--- config.mk ---
export PLATFORM = sky130hd
export DESIGN_NAME = dctp_timers
export DESIGN_NICKNAME = d
export VERILOG_FILES = /design/src/logic/dctp_prescaler.v /design/src/logic/dctp_timers.v
export VERILOG_INCLUDE_DIRS = /design/src /design/src/shared
export SDC_FILE = /design/constraint.sdc
export NUM_CORES = 1
export LEC_CHECK = 0
export BUFFER_PORTS_ARGS = -buffer_cell sky130_fd_sc_hd__buf_2
export CORE_UTILIZATION = 60
export DETAILED_ROUTE_END_ITERATION = 16
export HOLD_SLACK_MARGIN = 0.1
export PLACE_DENSITY = 0.8
export SLEW_MARGIN = 25
export SYNTH_ARGS = -nofsm -noshare
export SYNTH_HDL_FRONTEND = slang
export SYNTH_HIERARCHICAL = 1
export SYNTH_SLANG_ARGS = --single-unit
--- constraint.sdc ---
create_clock -name clk_sys -period 3.1 [get_ports clk_sys]
set_input_delay 0.62 -clock clk_sys [delete_from_list [all_inputs] [get_ports clk_sys]]
set_output_delay 0.62 -clock clk_sys [all_outputs]
set_load 0.1 [all_outputs]
--- src/shared/dctp_defs.vh ---
// Constants for the dual counter/timer block with shared prescaler.
// Included by the register/timer core and the prescaler module.
`ifndef DCTP_DEFS_VH
`define DCTP_DEFS_VH

// Register addresses on the special-register port
`define DCTP_ADDR_CLK_SEL   8'h8E
`define DCTP_ADDR_RUN_FLAGS 8'h88
`define DCTP_ADDR_MODE_CFG  8'h89
`define DCTP_ADDR_CNT0_LO   8'h8A
`define DCTP_ADDR_CNT1_LO   8'h8B
`define DCTP_ADDR_CNT0_HI   8'h8C
`define DCTP_ADDR_CNT1_HI   8'h8D

// Clock-select register fields and writable mask
`define DCTP_CKS_MASK       8'h7B
`define DCTP_CKS_RESET      8'h00
`define DCTP_CKS_T2H_BIT    6
`define DCTP_CKS_T2L_BIT    5
`define DCTP_CKS_T1_BIT     4
`define DCTP_CKS_T0_BIT     3

// Run/flag register bits
`define DCTP_RF_TF1         7
`define DCTP_RF_TR1         6
`define DCTP_RF_TF0         5
`define DCTP_RF_TR0         4

// Mode register fields (per timer nibble)
`define DCTP_MD_GATE        3
`define DCTP_MD_CSEL        2

// Mode encodings
`define DCTP_MODE_13        2'h0
`define DCTP_MODE_16        2'h1
`define DCTP_MODE_RELOAD    2'h2
`define DCTP_MODE_SPLIT     2'h3

// Prescale codes and divide counts
`define DCTP_PS_DIV12       2'h0
`define DCTP_PS_DIV4        2'h1
`define DCTP_PS_DIV48       2'h2
`define DCTP_PS_EXT8        2'h3
`define DCTP_DIV12_LAST     6'h0B
`define DCTP_DIV4_LAST      6'h03
`define DCTP_DIV48_LAST     6'h2F
`define DCTP_EXT8_LAST      3'h7

`define DCTP_BYTE_ONES      8'hFF
`define DCTP_LOW5_ONES      5'h1F

`endif

--- src/logic/dctp_prescaler.v ---
// Shared prescaler: one-cycle tick at the selected divided rate.
// Assumes ext_clk_sync already passed the caller's two-flop synchroniser.
`timescale 1ns/10ps
`default_nettype none
`include "dctp_defs.vh"

module dctp_prescaler (
  input  wire       clk_sys,
  input  wire       nrst,
  input  wire [1:0] prescale_code,
  input  wire       ext_clk_sync,
  output reg        tick_r
);

  reg  [5:0] div_cnt_r;
  reg  [2:0] ext_cnt_r;
  reg        ext_prev_r;
  reg  [5:0] last_val;
  wire       ext_rise;

  assign ext_rise = ext_clk_sync & ~ext_prev_r;

  always @* begin
    case (prescale_code)
      `DCTP_PS_DIV12: last_val = `DCTP_DIV12_LAST;
      `DCTP_PS_DIV4:  last_val = `DCTP_DIV4_LAST;
      `DCTP_PS_DIV48: last_val = `DCTP_DIV48_LAST;
      default:        last_val = `DCTP_DIV12_LAST;
    endcase
  end

  always @(posedge clk_sys) begin
    if (!nrst) begin
      div_cnt_r  <= 6'h00;
      ext_cnt_r  <= 3'h0;
      ext_prev_r <= 1'b0;
      tick_r     <= 1'b0;
    end else begin
      ext_prev_r <= ext_clk_sync;
      if (prescale_code == `DCTP_PS_EXT8) begin
        div_cnt_r <= 6'h00;
        if (ext_rise) begin
          ext_cnt_r <= ext_cnt_r + 3'h1;
        end
        tick_r <= ext_rise && (ext_cnt_r == `DCTP_EXT8_LAST);
      end else begin
        ext_cnt_r <= 3'h0;
        if (div_cnt_r >= last_val) begin
          div_cnt_r <= 6'h00;
          tick_r    <= 1'b1;
        end else begin
          div_cnt_r <= div_cnt_r + 6'h01;
          tick_r    <= 1'b0;
        end
      end
    end
  end

endmodule // dctp_prescaler

`default_nettype wire

--- src/logic/dctp_timers.v ---
// Two counter/timers with their clock-select, run/flag and mode registers.
// Assumes a one-cycle register port on clk_sys; pins are asynchronous.
`timescale 1ns/10ps
`default_nettype none
`include "dctp_defs.vh"

module dctp_timers (
  input  wire       clk_sys,
  input  wire       nrst,
  input  wire [7:0] reg_addr,
  input  wire [7:0] reg_wdata,
  input  wire       reg_wr,
  output reg  [7:0] reg_rdata_r,
  input  wire       first_count_pin,
  input  wire       second_count_pin,
  input  wire       first_gate_input,
  input  wire       second_gate_input,
  input  wire       first_gate_polarity,
  input  wire       second_gate_polarity,
  input  wire       ext_prescale_clk,
  input  wire       first_irq_enable,
  input  wire       second_irq_enable,
  input  wire       first_irq_ack,
  input  wire       second_irq_ack,
  output reg        first_irq_req_r,
  output reg        second_irq_req_r,
  output reg        second_overflow_pulse_r,
  output reg        third_timer_high_clk_sel_r,
  output reg        third_timer_low_clk_sel_r
);

  // Byte increment with carry
  function [8:0] dctp_inc8;
    input [7:0] v;
    begin
      dctp_inc8 = {1'b0, v} + 9'h001;
    end
  endfunction

  reg  [7:0] timer_clock_select_r;
  reg  [7:0] timer_run_flags_r;
  reg  [7:0] timer_mode_config_r;
  reg  [7:0] first_count_low_r;
  reg  [7:0] first_count_high_r;
  reg  [7:0] second_count_low_r;
  reg  [7:0] second_count_high_r;

  ////////////////////////////////////////////////////////////////////////
  // Pin synchronisers and falling-edge detect
  reg  [1:0] pin0_sync_r;
  reg  [1:0] pin1_sync_r;
  reg  [1:0] first_gate_bit_sync_r;
  reg  [1:0] second_gate_bit_sync_r;
  reg  [1:0] ext_sync_r;
  reg        pin0_prev_r;
  reg        pin1_prev_r;
  wire       pin0_fall;
  wire       pin1_fall;
  wire       presc_tick;

  always @(posedge clk_sys) begin
    if (!nrst) begin
      pin0_sync_r  <= 2'h3;
      pin1_sync_r  <= 2'h3;
      first_gate_bit_sync_r <= 2'h0;
      second_gate_bit_sync_r <= 2'h0;
      ext_sync_r   <= 2'h0;
      pin0_prev_r  <= 1'b1;
      pin1_prev_r  <= 1'b1;
    end else begin
      pin0_sync_r  <= {pin0_sync_r[0], first_count_pin};
      pin1_sync_r  <= {pin1_sync_r[0], second_count_pin};
      first_gate_bit_sync_r <= {first_gate_bit_sync_r[0], first_gate_input};
      second_gate_bit_sync_r <= {second_gate_bit_sync_r[0], second_gate_input};
      ext_sync_r   <= {ext_sync_r[0], ext_prescale_clk};
      pin0_prev_r  <= pin0_sync_r[1];
      pin1_prev_r  <= pin1_sync_r[1];
    end
  end

  assign pin0_fall = pin0_prev_r & ~pin0_sync_r[1];
  assign pin1_fall = pin1_prev_r & ~pin1_sync_r[1];

  dctp_prescaler u_presc (
    .clk_sys       (clk_sys),
    .nrst          (nrst),
    .prescale_code (timer_clock_select_r[1:0]),
    .ext_clk_sync  (ext_sync_r[1]),
    .tick_r        (presc_tick)
  );

  ////////////////////////////////////////////////////////////////////////
  // Count enables
  wire [1:0] mode0 = timer_mode_config_r[1:0];
  wire [1:0] mode1 = timer_mode_config_r[5:4];
  wire       split = (mode0 == `DCTP_MODE_SPLIT);
  wire       tr0   = timer_run_flags_r[`DCTP_RF_TR0];
  wire       tr1   = timer_run_flags_r[`DCTP_RF_TR1];
  wire       first_gate_bit = timer_mode_config_r[`DCTP_MD_GATE];
  wire       second_gate_bit = timer_mode_config_r[4 + `DCTP_MD_GATE];
  wire       cs0   = timer_mode_config_r[`DCTP_MD_CSEL];
  wire       cs1   = timer_mode_config_r[4 + `DCTP_MD_CSEL];
  wire       gact0 = first_gate_bit_sync_r[1] ~^ first_gate_polarity;
  wire       gact1 = second_gate_bit_sync_r[1] ~^ second_gate_polarity;
  wire       tclk0 = timer_clock_select_r[`DCTP_CKS_T0_BIT] ? 1'b1 : presc_tick;
  wire       tclk1 = timer_clock_select_r[`DCTP_CKS_T1_BIT] ? 1'b1 : presc_tick;
  wire       src0  = cs0 ? pin0_fall : tclk0;
  // In split mode the second timer may not count its pin
  wire       src1  = (cs1 && !split) ? pin1_fall : tclk1;
  wire       inc0  = tr0 && (!first_gate_bit || gact0) && src0;
  wire       run1  = split ? (mode1 != `DCTP_MODE_SPLIT) : (tr1 && (!second_gate_bit || gact1));
  wire       inc1  = run1 && (mode1 != `DCTP_MODE_SPLIT) && src1;
  wire       inc0h = split && tr1 && tclk0;

  ////////////////////////////////////////////////////////////////////////
  // Counter next values
  reg  [7:0] lo0_nxt;
  reg  [7:0] hi0_nxt;
  reg        ovf0;
  reg        ovf0h;
  reg  [7:0] lo1_nxt;
  reg  [7:0] hi1_nxt;
  reg        ovf1;
  reg  [8:0] s_lo;
  reg  [8:0] s_hi;
  reg  [8:0] s_lo1;
  reg  [8:0] s_hi1;

  always @* begin
    lo0_nxt = first_count_low_r;
    hi0_nxt = first_count_high_r;
    ovf0    = 1'b0;
    ovf0h   = 1'b0;
    s_lo    = dctp_inc8(first_count_low_r);
    s_hi    = dctp_inc8(first_count_high_r);
    if (inc0) begin
      case (mode0)
        `DCTP_MODE_13: begin
          if (first_count_low_r[4:0] == `DCTP_LOW5_ONES) begin
            lo0_nxt = {first_count_low_r[7:5], 5'h00};
            hi0_nxt = s_hi[7:0];
            ovf0    = s_hi[8];
          end else begin
            lo0_nxt = s_lo[7:0];
          end
        end
        `DCTP_MODE_16: begin
          lo0_nxt = s_lo[7:0];
          if (s_lo[8]) begin
            hi0_nxt = s_hi[7:0];
            ovf0    = s_hi[8];
          end
        end
        `DCTP_MODE_RELOAD: begin
          lo0_nxt = s_lo[8] ? first_count_high_r : s_lo[7:0];
          ovf0    = s_lo[8];
        end
        default: begin
          lo0_nxt = s_lo[7:0];
          ovf0    = s_lo[8];
        end
      endcase
    end
    if (inc0h) begin
      hi0_nxt = s_hi[7:0];
      ovf0h   = s_hi[8];
    end
  end

  always @* begin
    lo1_nxt = second_count_low_r;
    hi1_nxt = second_count_high_r;
    ovf1    = 1'b0;
    s_lo1   = dctp_inc8(second_count_low_r);
    s_hi1   = dctp_inc8(second_count_high_r);
    if (inc1) begin
      case (mode1)
        `DCTP_MODE_13: begin
          if (second_count_low_r[4:0] == `DCTP_LOW5_ONES) begin
            lo1_nxt = {second_count_low_r[7:5], 5'h00};
            hi1_nxt = s_hi1[7:0];
            ovf1    = s_hi1[8];
          end else begin
            lo1_nxt = s_lo1[7:0];
          end
        end
        `DCTP_MODE_16: begin
          lo1_nxt = s_lo1[7:0];
          if (s_lo1[8]) begin
            hi1_nxt = s_hi1[7:0];
            ovf1    = s_hi1[8];
          end
        end
        `DCTP_MODE_RELOAD: begin
          lo1_nxt = s_lo1[8] ? second_count_high_r : s_lo1[7:0];
          ovf1    = s_lo1[8];
        end
        default: begin
          ovf1 = 1'b0;
        end
      endcase
    end
  end

  ////////////////////////////////////////////////////////////////////////
  // Register writes; hardware counting and flag set win over writes
  wire wr_cks = reg_wr && (reg_addr == `DCTP_ADDR_CLK_SEL);
  wire wr_rf  = reg_wr && (reg_addr == `DCTP_ADDR_RUN_FLAGS);
  wire wr_md  = reg_wr && (reg_addr == `DCTP_ADDR_MODE_CFG);
  wire set_f0 = ovf0;
  wire set_f1 = split ? ovf0h : ovf1;

  always @(posedge clk_sys) begin
    if (!nrst) begin
      timer_clock_select_r    <= `DCTP_CKS_RESET;
      timer_run_flags_r       <= 8'h00;
      timer_mode_config_r     <= 8'h00;
      first_count_low_r       <= 8'h00;
      first_count_high_r      <= 8'h00;
      second_count_low_r      <= 8'h00;
      second_count_high_r     <= 8'h00;
      second_overflow_pulse_r <= 1'b0;
    end else begin
      if (wr_cks) begin
        timer_clock_select_r <= reg_wdata & `DCTP_CKS_MASK;
      end
      if (wr_md) begin
        timer_mode_config_r <= reg_wdata;
      end
      // Run bits never touch the count
      if (wr_rf) begin
        timer_run_flags_r <= reg_wdata;
      end
      if (first_irq_ack) begin
        timer_run_flags_r[`DCTP_RF_TF0] <= 1'b0;
      end
      if (second_irq_ack) begin
        timer_run_flags_r[`DCTP_RF_TF1] <= 1'b0;
      end
      if (set_f0) begin
        timer_run_flags_r[`DCTP_RF_TF0] <= 1'b1;
      end
      if (set_f1) begin
        timer_run_flags_r[`DCTP_RF_TF1] <= 1'b1;
      end
      first_count_low_r   <= (reg_wr && reg_addr == `DCTP_ADDR_CNT0_LO && !inc0)
                             ? reg_wdata : lo0_nxt;
      first_count_high_r  <= (reg_wr && reg_addr == `DCTP_ADDR_CNT0_HI && !inc0 && !inc0h)
                             ? reg_wdata : hi0_nxt;
      second_count_low_r  <= (reg_wr && reg_addr == `DCTP_ADDR_CNT1_LO && !inc1)
                             ? reg_wdata : lo1_nxt;
      second_count_high_r <= (reg_wr && reg_addr == `DCTP_ADDR_CNT1_HI && !inc1)
                             ? reg_wdata : hi1_nxt;
      second_overflow_pulse_r <= ovf1;
    end
  end

  ////////////////////////////////////////////////////////////////////////
  // Read data, interrupt requests and third-timer selects
  always @(posedge clk_sys) begin
    if (!nrst) begin
      reg_rdata_r                <= 8'h00;
      first_irq_req_r            <= 1'b0;
      second_irq_req_r           <= 1'b0;
      third_timer_high_clk_sel_r <= 1'b0;
      third_timer_low_clk_sel_r  <= 1'b0;
    end else begin
      case (reg_addr)
        `DCTP_ADDR_CLK_SEL:   reg_rdata_r <= timer_clock_select_r;
        `DCTP_ADDR_RUN_FLAGS: reg_rdata_r <= timer_run_flags_r;
        `DCTP_ADDR_MODE_CFG:  reg_rdata_r <= timer_mode_config_r;
        `DCTP_ADDR_CNT0_LO:   reg_rdata_r <= first_count_low_r;
        `DCTP_ADDR_CNT1_LO:   reg_rdata_r <= second_count_low_r;
        `DCTP_ADDR_CNT0_HI:   reg_rdata_r <= first_count_high_r;
        `DCTP_ADDR_CNT1_HI:   reg_rdata_r <= second_count_high_r;
        default:              reg_rdata_r <= 8'h00;
      endcase
      first_irq_req_r  <= timer_run_flags_r[`DCTP_RF_TF0] & first_irq_enable;
      second_irq_req_r <= timer_run_flags_r[`DCTP_RF_TF1] & second_irq_enable;
      third_timer_high_clk_sel_r <= timer_clock_select_r[`DCTP_CKS_T2H_BIT];
      third_timer_low_clk_sel_r  <= timer_clock_select_r[`DCTP_CKS_T2L_BIT];
    end
  end

endmodule // dctp_timers

`default_nettype wire

Yosys cells after proc, flatten, opt, wreduce, memory -nomap -nowiden
Cells that the tools add are included.
{ "word_totals": {"reg_bits": 90, "input_bits": 30} }
{ "op_classes": {"n_addsub": 6, "magnitude_cmp": 1, "n_eq_ne": 25, "muxes": 45, "n_bitwise": 11, "n_reduce_logical": 47} }
{ "ops": {"columns": ["cell", "count"], "rows": [
  ["$mux 8", 18],
  ["$eq 8x8->1 const B", 7],
  ["$pmux 8 s7", 1],
  ["$pmux 8 s2", 3],
  ["$add 8x1->9 const B", 4],
  ["$pmux 8 s3", 1],
  ["$logic_and 1x1->1", 21],
  ["$mux 1", 19],
  ["$ne 3x3->1 const B", 4],
  ["$pmux 6 s2", 1],
  ["$reduce_bool 3->1", 4],
  ["$eq 2x2->1 const B", 5],
  ["$eq 5x5->1 const B", 2],
  ["$ne 4x4->1 const B", 2],
  ["$reduce_and 4->1", 2],
  ["$reduce_bool 4->1", 2],
  ["$add 6x1->6 const B", 1],
  ["$eq 2x1->1 const B", 3],
  ["$ge 6x6->1", 1],
  ["$logic_not 1->1", 6],
  ["$reduce_and 2->1", 3],
  ["$reduce_bool 2->1", 3],
  ["$and 1x1->1", 5],
  ["$logic_not 2->1", 2],
  ["other kinds (10)", 15]
]} }

Longest topological paths before layout
{ "logic_depth": {"ltp_word": 10, "depth_mapped": 10, "mapped_depth_nobuf": 9} }

By module
The synthesis kept the hierarchy.
{ "modules_own_cells": {"columns": ["module", "n_inst", "cells_each", "area_each_um2", "seq_area_each_um2"], "rows": [
  ["dctp_timers", 1, 531, 4505.6, 1581.5],
  ["dctp_prescaler", 1, 52, 514.2, 220.2]
]} }

Least setup slack after synthesis
Ideal clock, no wire load.
{ "synth_path": {"path_type": "register -> register", "from": "reg first_count_low_r[0]", "to": "reg first_count_high_r[0]", "arrival_ps": 2293, "path_slack_ps": 736, "stages_incl_launch_ff": 11, "n_path_buf": 1, "synth_period_minus_slack_ps": 2364, "path_cell_list": "dfxtp_1 ha_1 and3_2 ha_1 or3b_4 o21ai_2 nand4_1 and3_1 buf_6 or3_1 a21oi_1"} }
{ "synth_via": {"elab_chain_len": 3, "elab_cells_between_ends": 5, "cone_classes": "add/sub: 1; eq/ne: 3; reduce/logical: 1"} }
{ "synth_lines": {"columns": ["item", "line_no", "source"], "rows": [
  ["start: declaration", "dctp_timers.v:43", "reg [7:0] first_count_low_r;"],
  ["start signal: assignment", "dctp_timers.v:246", "first_count_low_r <= (reg_wr && reg_addr == `DCTP_ADDR_CNT0_LO && !inc0)"],
  ["$add 8x1->9 / $eq 5x5->1 (equally long branches)", null, null],
  ["$ne 4x4->1 (no line)", null, null],
  ["$reduce_and 4->1 (no line) (*)", null, null],
  ["end signal: assignment", "dctp_timers.v:248", "first_count_high_r <= (reg_wr && reg_addr == `DCTP_ADDR_CNT0_HI && !inc0 && !inc0h)"],
  ["end: declaration", "dctp_timers.v:44", "reg [7:0] first_count_high_r;"]
]} }
Every way passes the cells marked *; elsewhere a longest branch is shown, timed or not.
A chain may end at the register's enable or synchronous reset.

Worst setup path in the final report
Ends and elaborated chain as after synthesis.

==> impl_metrics.ini <==
[global_route]
gr-total-overflow = 0
grt_pass1_wl_mm = 22.5
grt_use_total_pct = 34.2
antenna_found_initial = 0
first_global_vias = 4374
grt_max_degree = 36

[setup_path]
crit_arrival_ns = 2.91
worstPathRequired_ns = 3.41
critPathKind = flop to flop
startpoint_type = flop
slowest_delay_ns = 0.41
crit_fanout = 9
crit_family = simple AND/OR/NAND/NOR gates
crit_top_cell = ha_1
endpoint_kind = flop
crit_buf_inv = 0
path_cells = ha_1 > and3_2 > ha_1 > or3b_4 > o21ai_2 > nand4_1 > and3_1 > or3_1 > a21oi_1
critPathSlowestCell = dfxtp_1

[synthesis]
synth_top_cell_area_share_pct = 35.9
synth_area_per_cell_sq_um = 8.61
synth_nets = 629
synth.ff_latch_count = 90
synth_edf_count = 0
yosys-top-cells-area = dfxtp_1 (36%), mux2i_1 (7.2%), nand2_1 (4.0%), ha_1 (4.0%), nor2_1 (3.7%)
syn_area_sq_um = 5020
yosys_warnings = 6
async_flop_share_pct = 0
seq_area_frac_synth_pct = 35.9
synth.distinct_cells = 78
synth_top_area_cell = dfxtp_1
synth_ff_type = dfxtp_1
synth_cells = 583

[clocking]
hold_buffers = 0
tritoncts = built
cts.htree.levels = 3
clk_pin_slew_ns = 0.10
cts_resized = 0
clk_latency_ns = 0.38
numCtsBuffers = 9
cts_buffer_depth = 2
root_buffer = clkbuf_8
post_cts_buffers = 0
cts.sinks = 90

[floorplanning]
coreArea_sq_um = 7930
die_area_sq_um = 8740
die_w_microns = 93.5
die_h_microns = 93.5
floorplan.rows = 32
start_util_pct = 63.3
io_pins = 43

[sta]
rsz0062_at_grt = false
relSlewSlack_pct = 55.4
worst_slew_pin_slew_ns = 0.667
setup_viol = 0
clock_skew_ns = 0.0120
hold_violations = 0
slew_violations = 0
max_freq_mhz = 386
final.period_utilization_pct = 83.6
fin_crit_ns = 2.59
fin_tns_setup_ns = 0
worst_slack_ns = 0.508

[placement]
dp_slack_ns = 0.542
dp_cells = 703
portBuffers = 42
routabilityCongestion = 0.974
hpwl_mm = 10.2

[run_status]
status = complete, no violations

[hold_path]
hold_path.class = flop to flop

[route]
firstDrtPassIters = 7
viasPerCell = 6.60
totalWireLength_mm = 14.1
vias = 4744
wl_per_cell_microns = 19.6
drc_errors = 0
ant_nets = 0
drtIter0Drc = 492

[power_and_ir_drop]
p_leak_nw = 2.14
p_per_area_nw_per_um2 = 393
ir_drop_v = 0.000215

[final_layout]
drive_above_1_share_pct = 14.6
antenna_cells = 0
final_common_cell = dfxtp_1
final_cell_mix = dfxtp_1 (90), nand2_1 (54), nor2_1 (50)
finalNetCount = 658
nFillCells = 668
fin_cells = 719
area_growth_pct = 9.00

[flow_run]
cap_violations = 0
## registers in the layout, summed over array words and instances, names as in the netlist, 2 cells and up
name                    flops
first_gate_bit_sync_r       2
second_gate_bit_sync_r      2
pin1_sync_r                 2
first_count_low_r           8
first_count_high_r          8
second_count_low_r          8
timer_clock_select_r        6
timer_run_flags_r           8
ext_sync_r                  2
reg_rdata_r                 8
u_presc/div_cnt_r           6
timer_mode_config_r         8
pin0_sync_r                 2
u_presc/ext_cnt_r           3
second_count_high_r         8
## area by class of cell
| class | count | area [sq um] | area share [%] |
|---|---|---|---|
| Clock buffer | 9 | 124 | 2.26 |
| Clock inverter | 7 | 83.8 | 1.53 |
| Inverter | 11 | 41.3 | 0.755 |
| Multi-Input combinational cell | 453 | 3050 | 55.7 |
| Sequential cell | 90 | 1800 | 32.9 |
| Tap cell | 102 | 128 | 2.33 |
| Timing Repair Buffer | 47 | 248 | 4.53 |
## kinds of logic (layout without fill, tap and decap cells)
| kind of cell | count (synthesis) | in the layout | synth area share (%) |
|---|---|---|---|
| AND/OR/NAND/NOR | 233 | 233 | 24.7 |
| multiplexers | 44 | 44 | 9.20 |
| flip-flops | 90 | 90 | 35.9 |
| adder cells (fa/ha/maj) | 16 | 16 | 3.99 |
| AO/OA/AOI/OAI | 145 | 145 | 20.2 |
| XOR/XNOR | 15 | 15 | 2.62 |
| buffers and inverters | 40 | 74 | 3.44 |
## routing by layer
| metal | global-route usage [%] | routed length, microns | vias to the layer above |
|---|---|---|---|
| met3 | 6.67 | 1460 | 61 |
| met4 | 17.6 | 686 | 0 |
| li1 | - | - | 2193 |
| met5 | 0 | 0 | - |
| met1 | 43.9 | 5500 | 2208 |
| met2 | 54.4 | 6450 | 282 |
## report_power, final
group | internal (W) | switching (W)
Combinational | 0.0000399 | 0.0000779
Sequential | 0.00117 | 0.00000699
Clock | 0.000390 | 0.000470
## worst paths after layout
path / startpoint / to / slack (ns) / depth (start not counted)
worst max-delay path: first_count_low_r[0] / first_count_high_r[0] / 0.51 / 9
worst min-delay path: pin1_sync_r[0] / pin1_sync_r[1] / 0.42 / 1
worst max register to register: first_count_low_r[0] / first_count_high_r[0] / 0.51 / 9
worst min register to register: pin1_sync_r[0] / pin1_sync_r[1] / 0.42 / 1
## cell usage after synthesis, types with 2 or more instances
cell type  count
dfxtp_1       90
nand2_1       54
nor2_1        50
a21oi_1       37
mux2i_1       36
nand3_1       31
o21ai_0       19
a22oi_1       18
clkbuf_1      16
ha_1          16
and3_1        14
nor3_1        14
and2_1        13
nand2b_1      13
inv_1         10
a211oi_1       9
buf_2          9
nor2b_1        8
xnor2_1        8
xor2_1         7
a22o_1         6
mux2_2         6
nand3b_1       6
o21a_1         6
a221oi_1       5
nand4_1        5
o211ai_1       5
o22ai_1        5
a31oi_1        4
o32ai_1        3
or3_1          3
a2bb2oi_1      2
and3_2         2
and4_1         2
and4bb_1       2
buf_1          2
nor3b_1        2
nor4_1         2
o2111a_1       2
o21ai_2        2
o31ai_1        2
## per-stage QoR
step	cell area, sq um	total power, W	hold slack [ns]	util [%]
2_1_floorplan	5020	0.00126	0.386	-
3_3_place_gp	5260	0.00131	0.389	66.4
3_5_place_dp	5260	0.00132	0.391	66.4
4_1_cts	5470	0.00215	0.416	69.0
5_1_grt	5470	0.00222	0.429	69.0
6_report	5470	0.00215	0.416	69.0
Power figures use the tool's default switching activity.
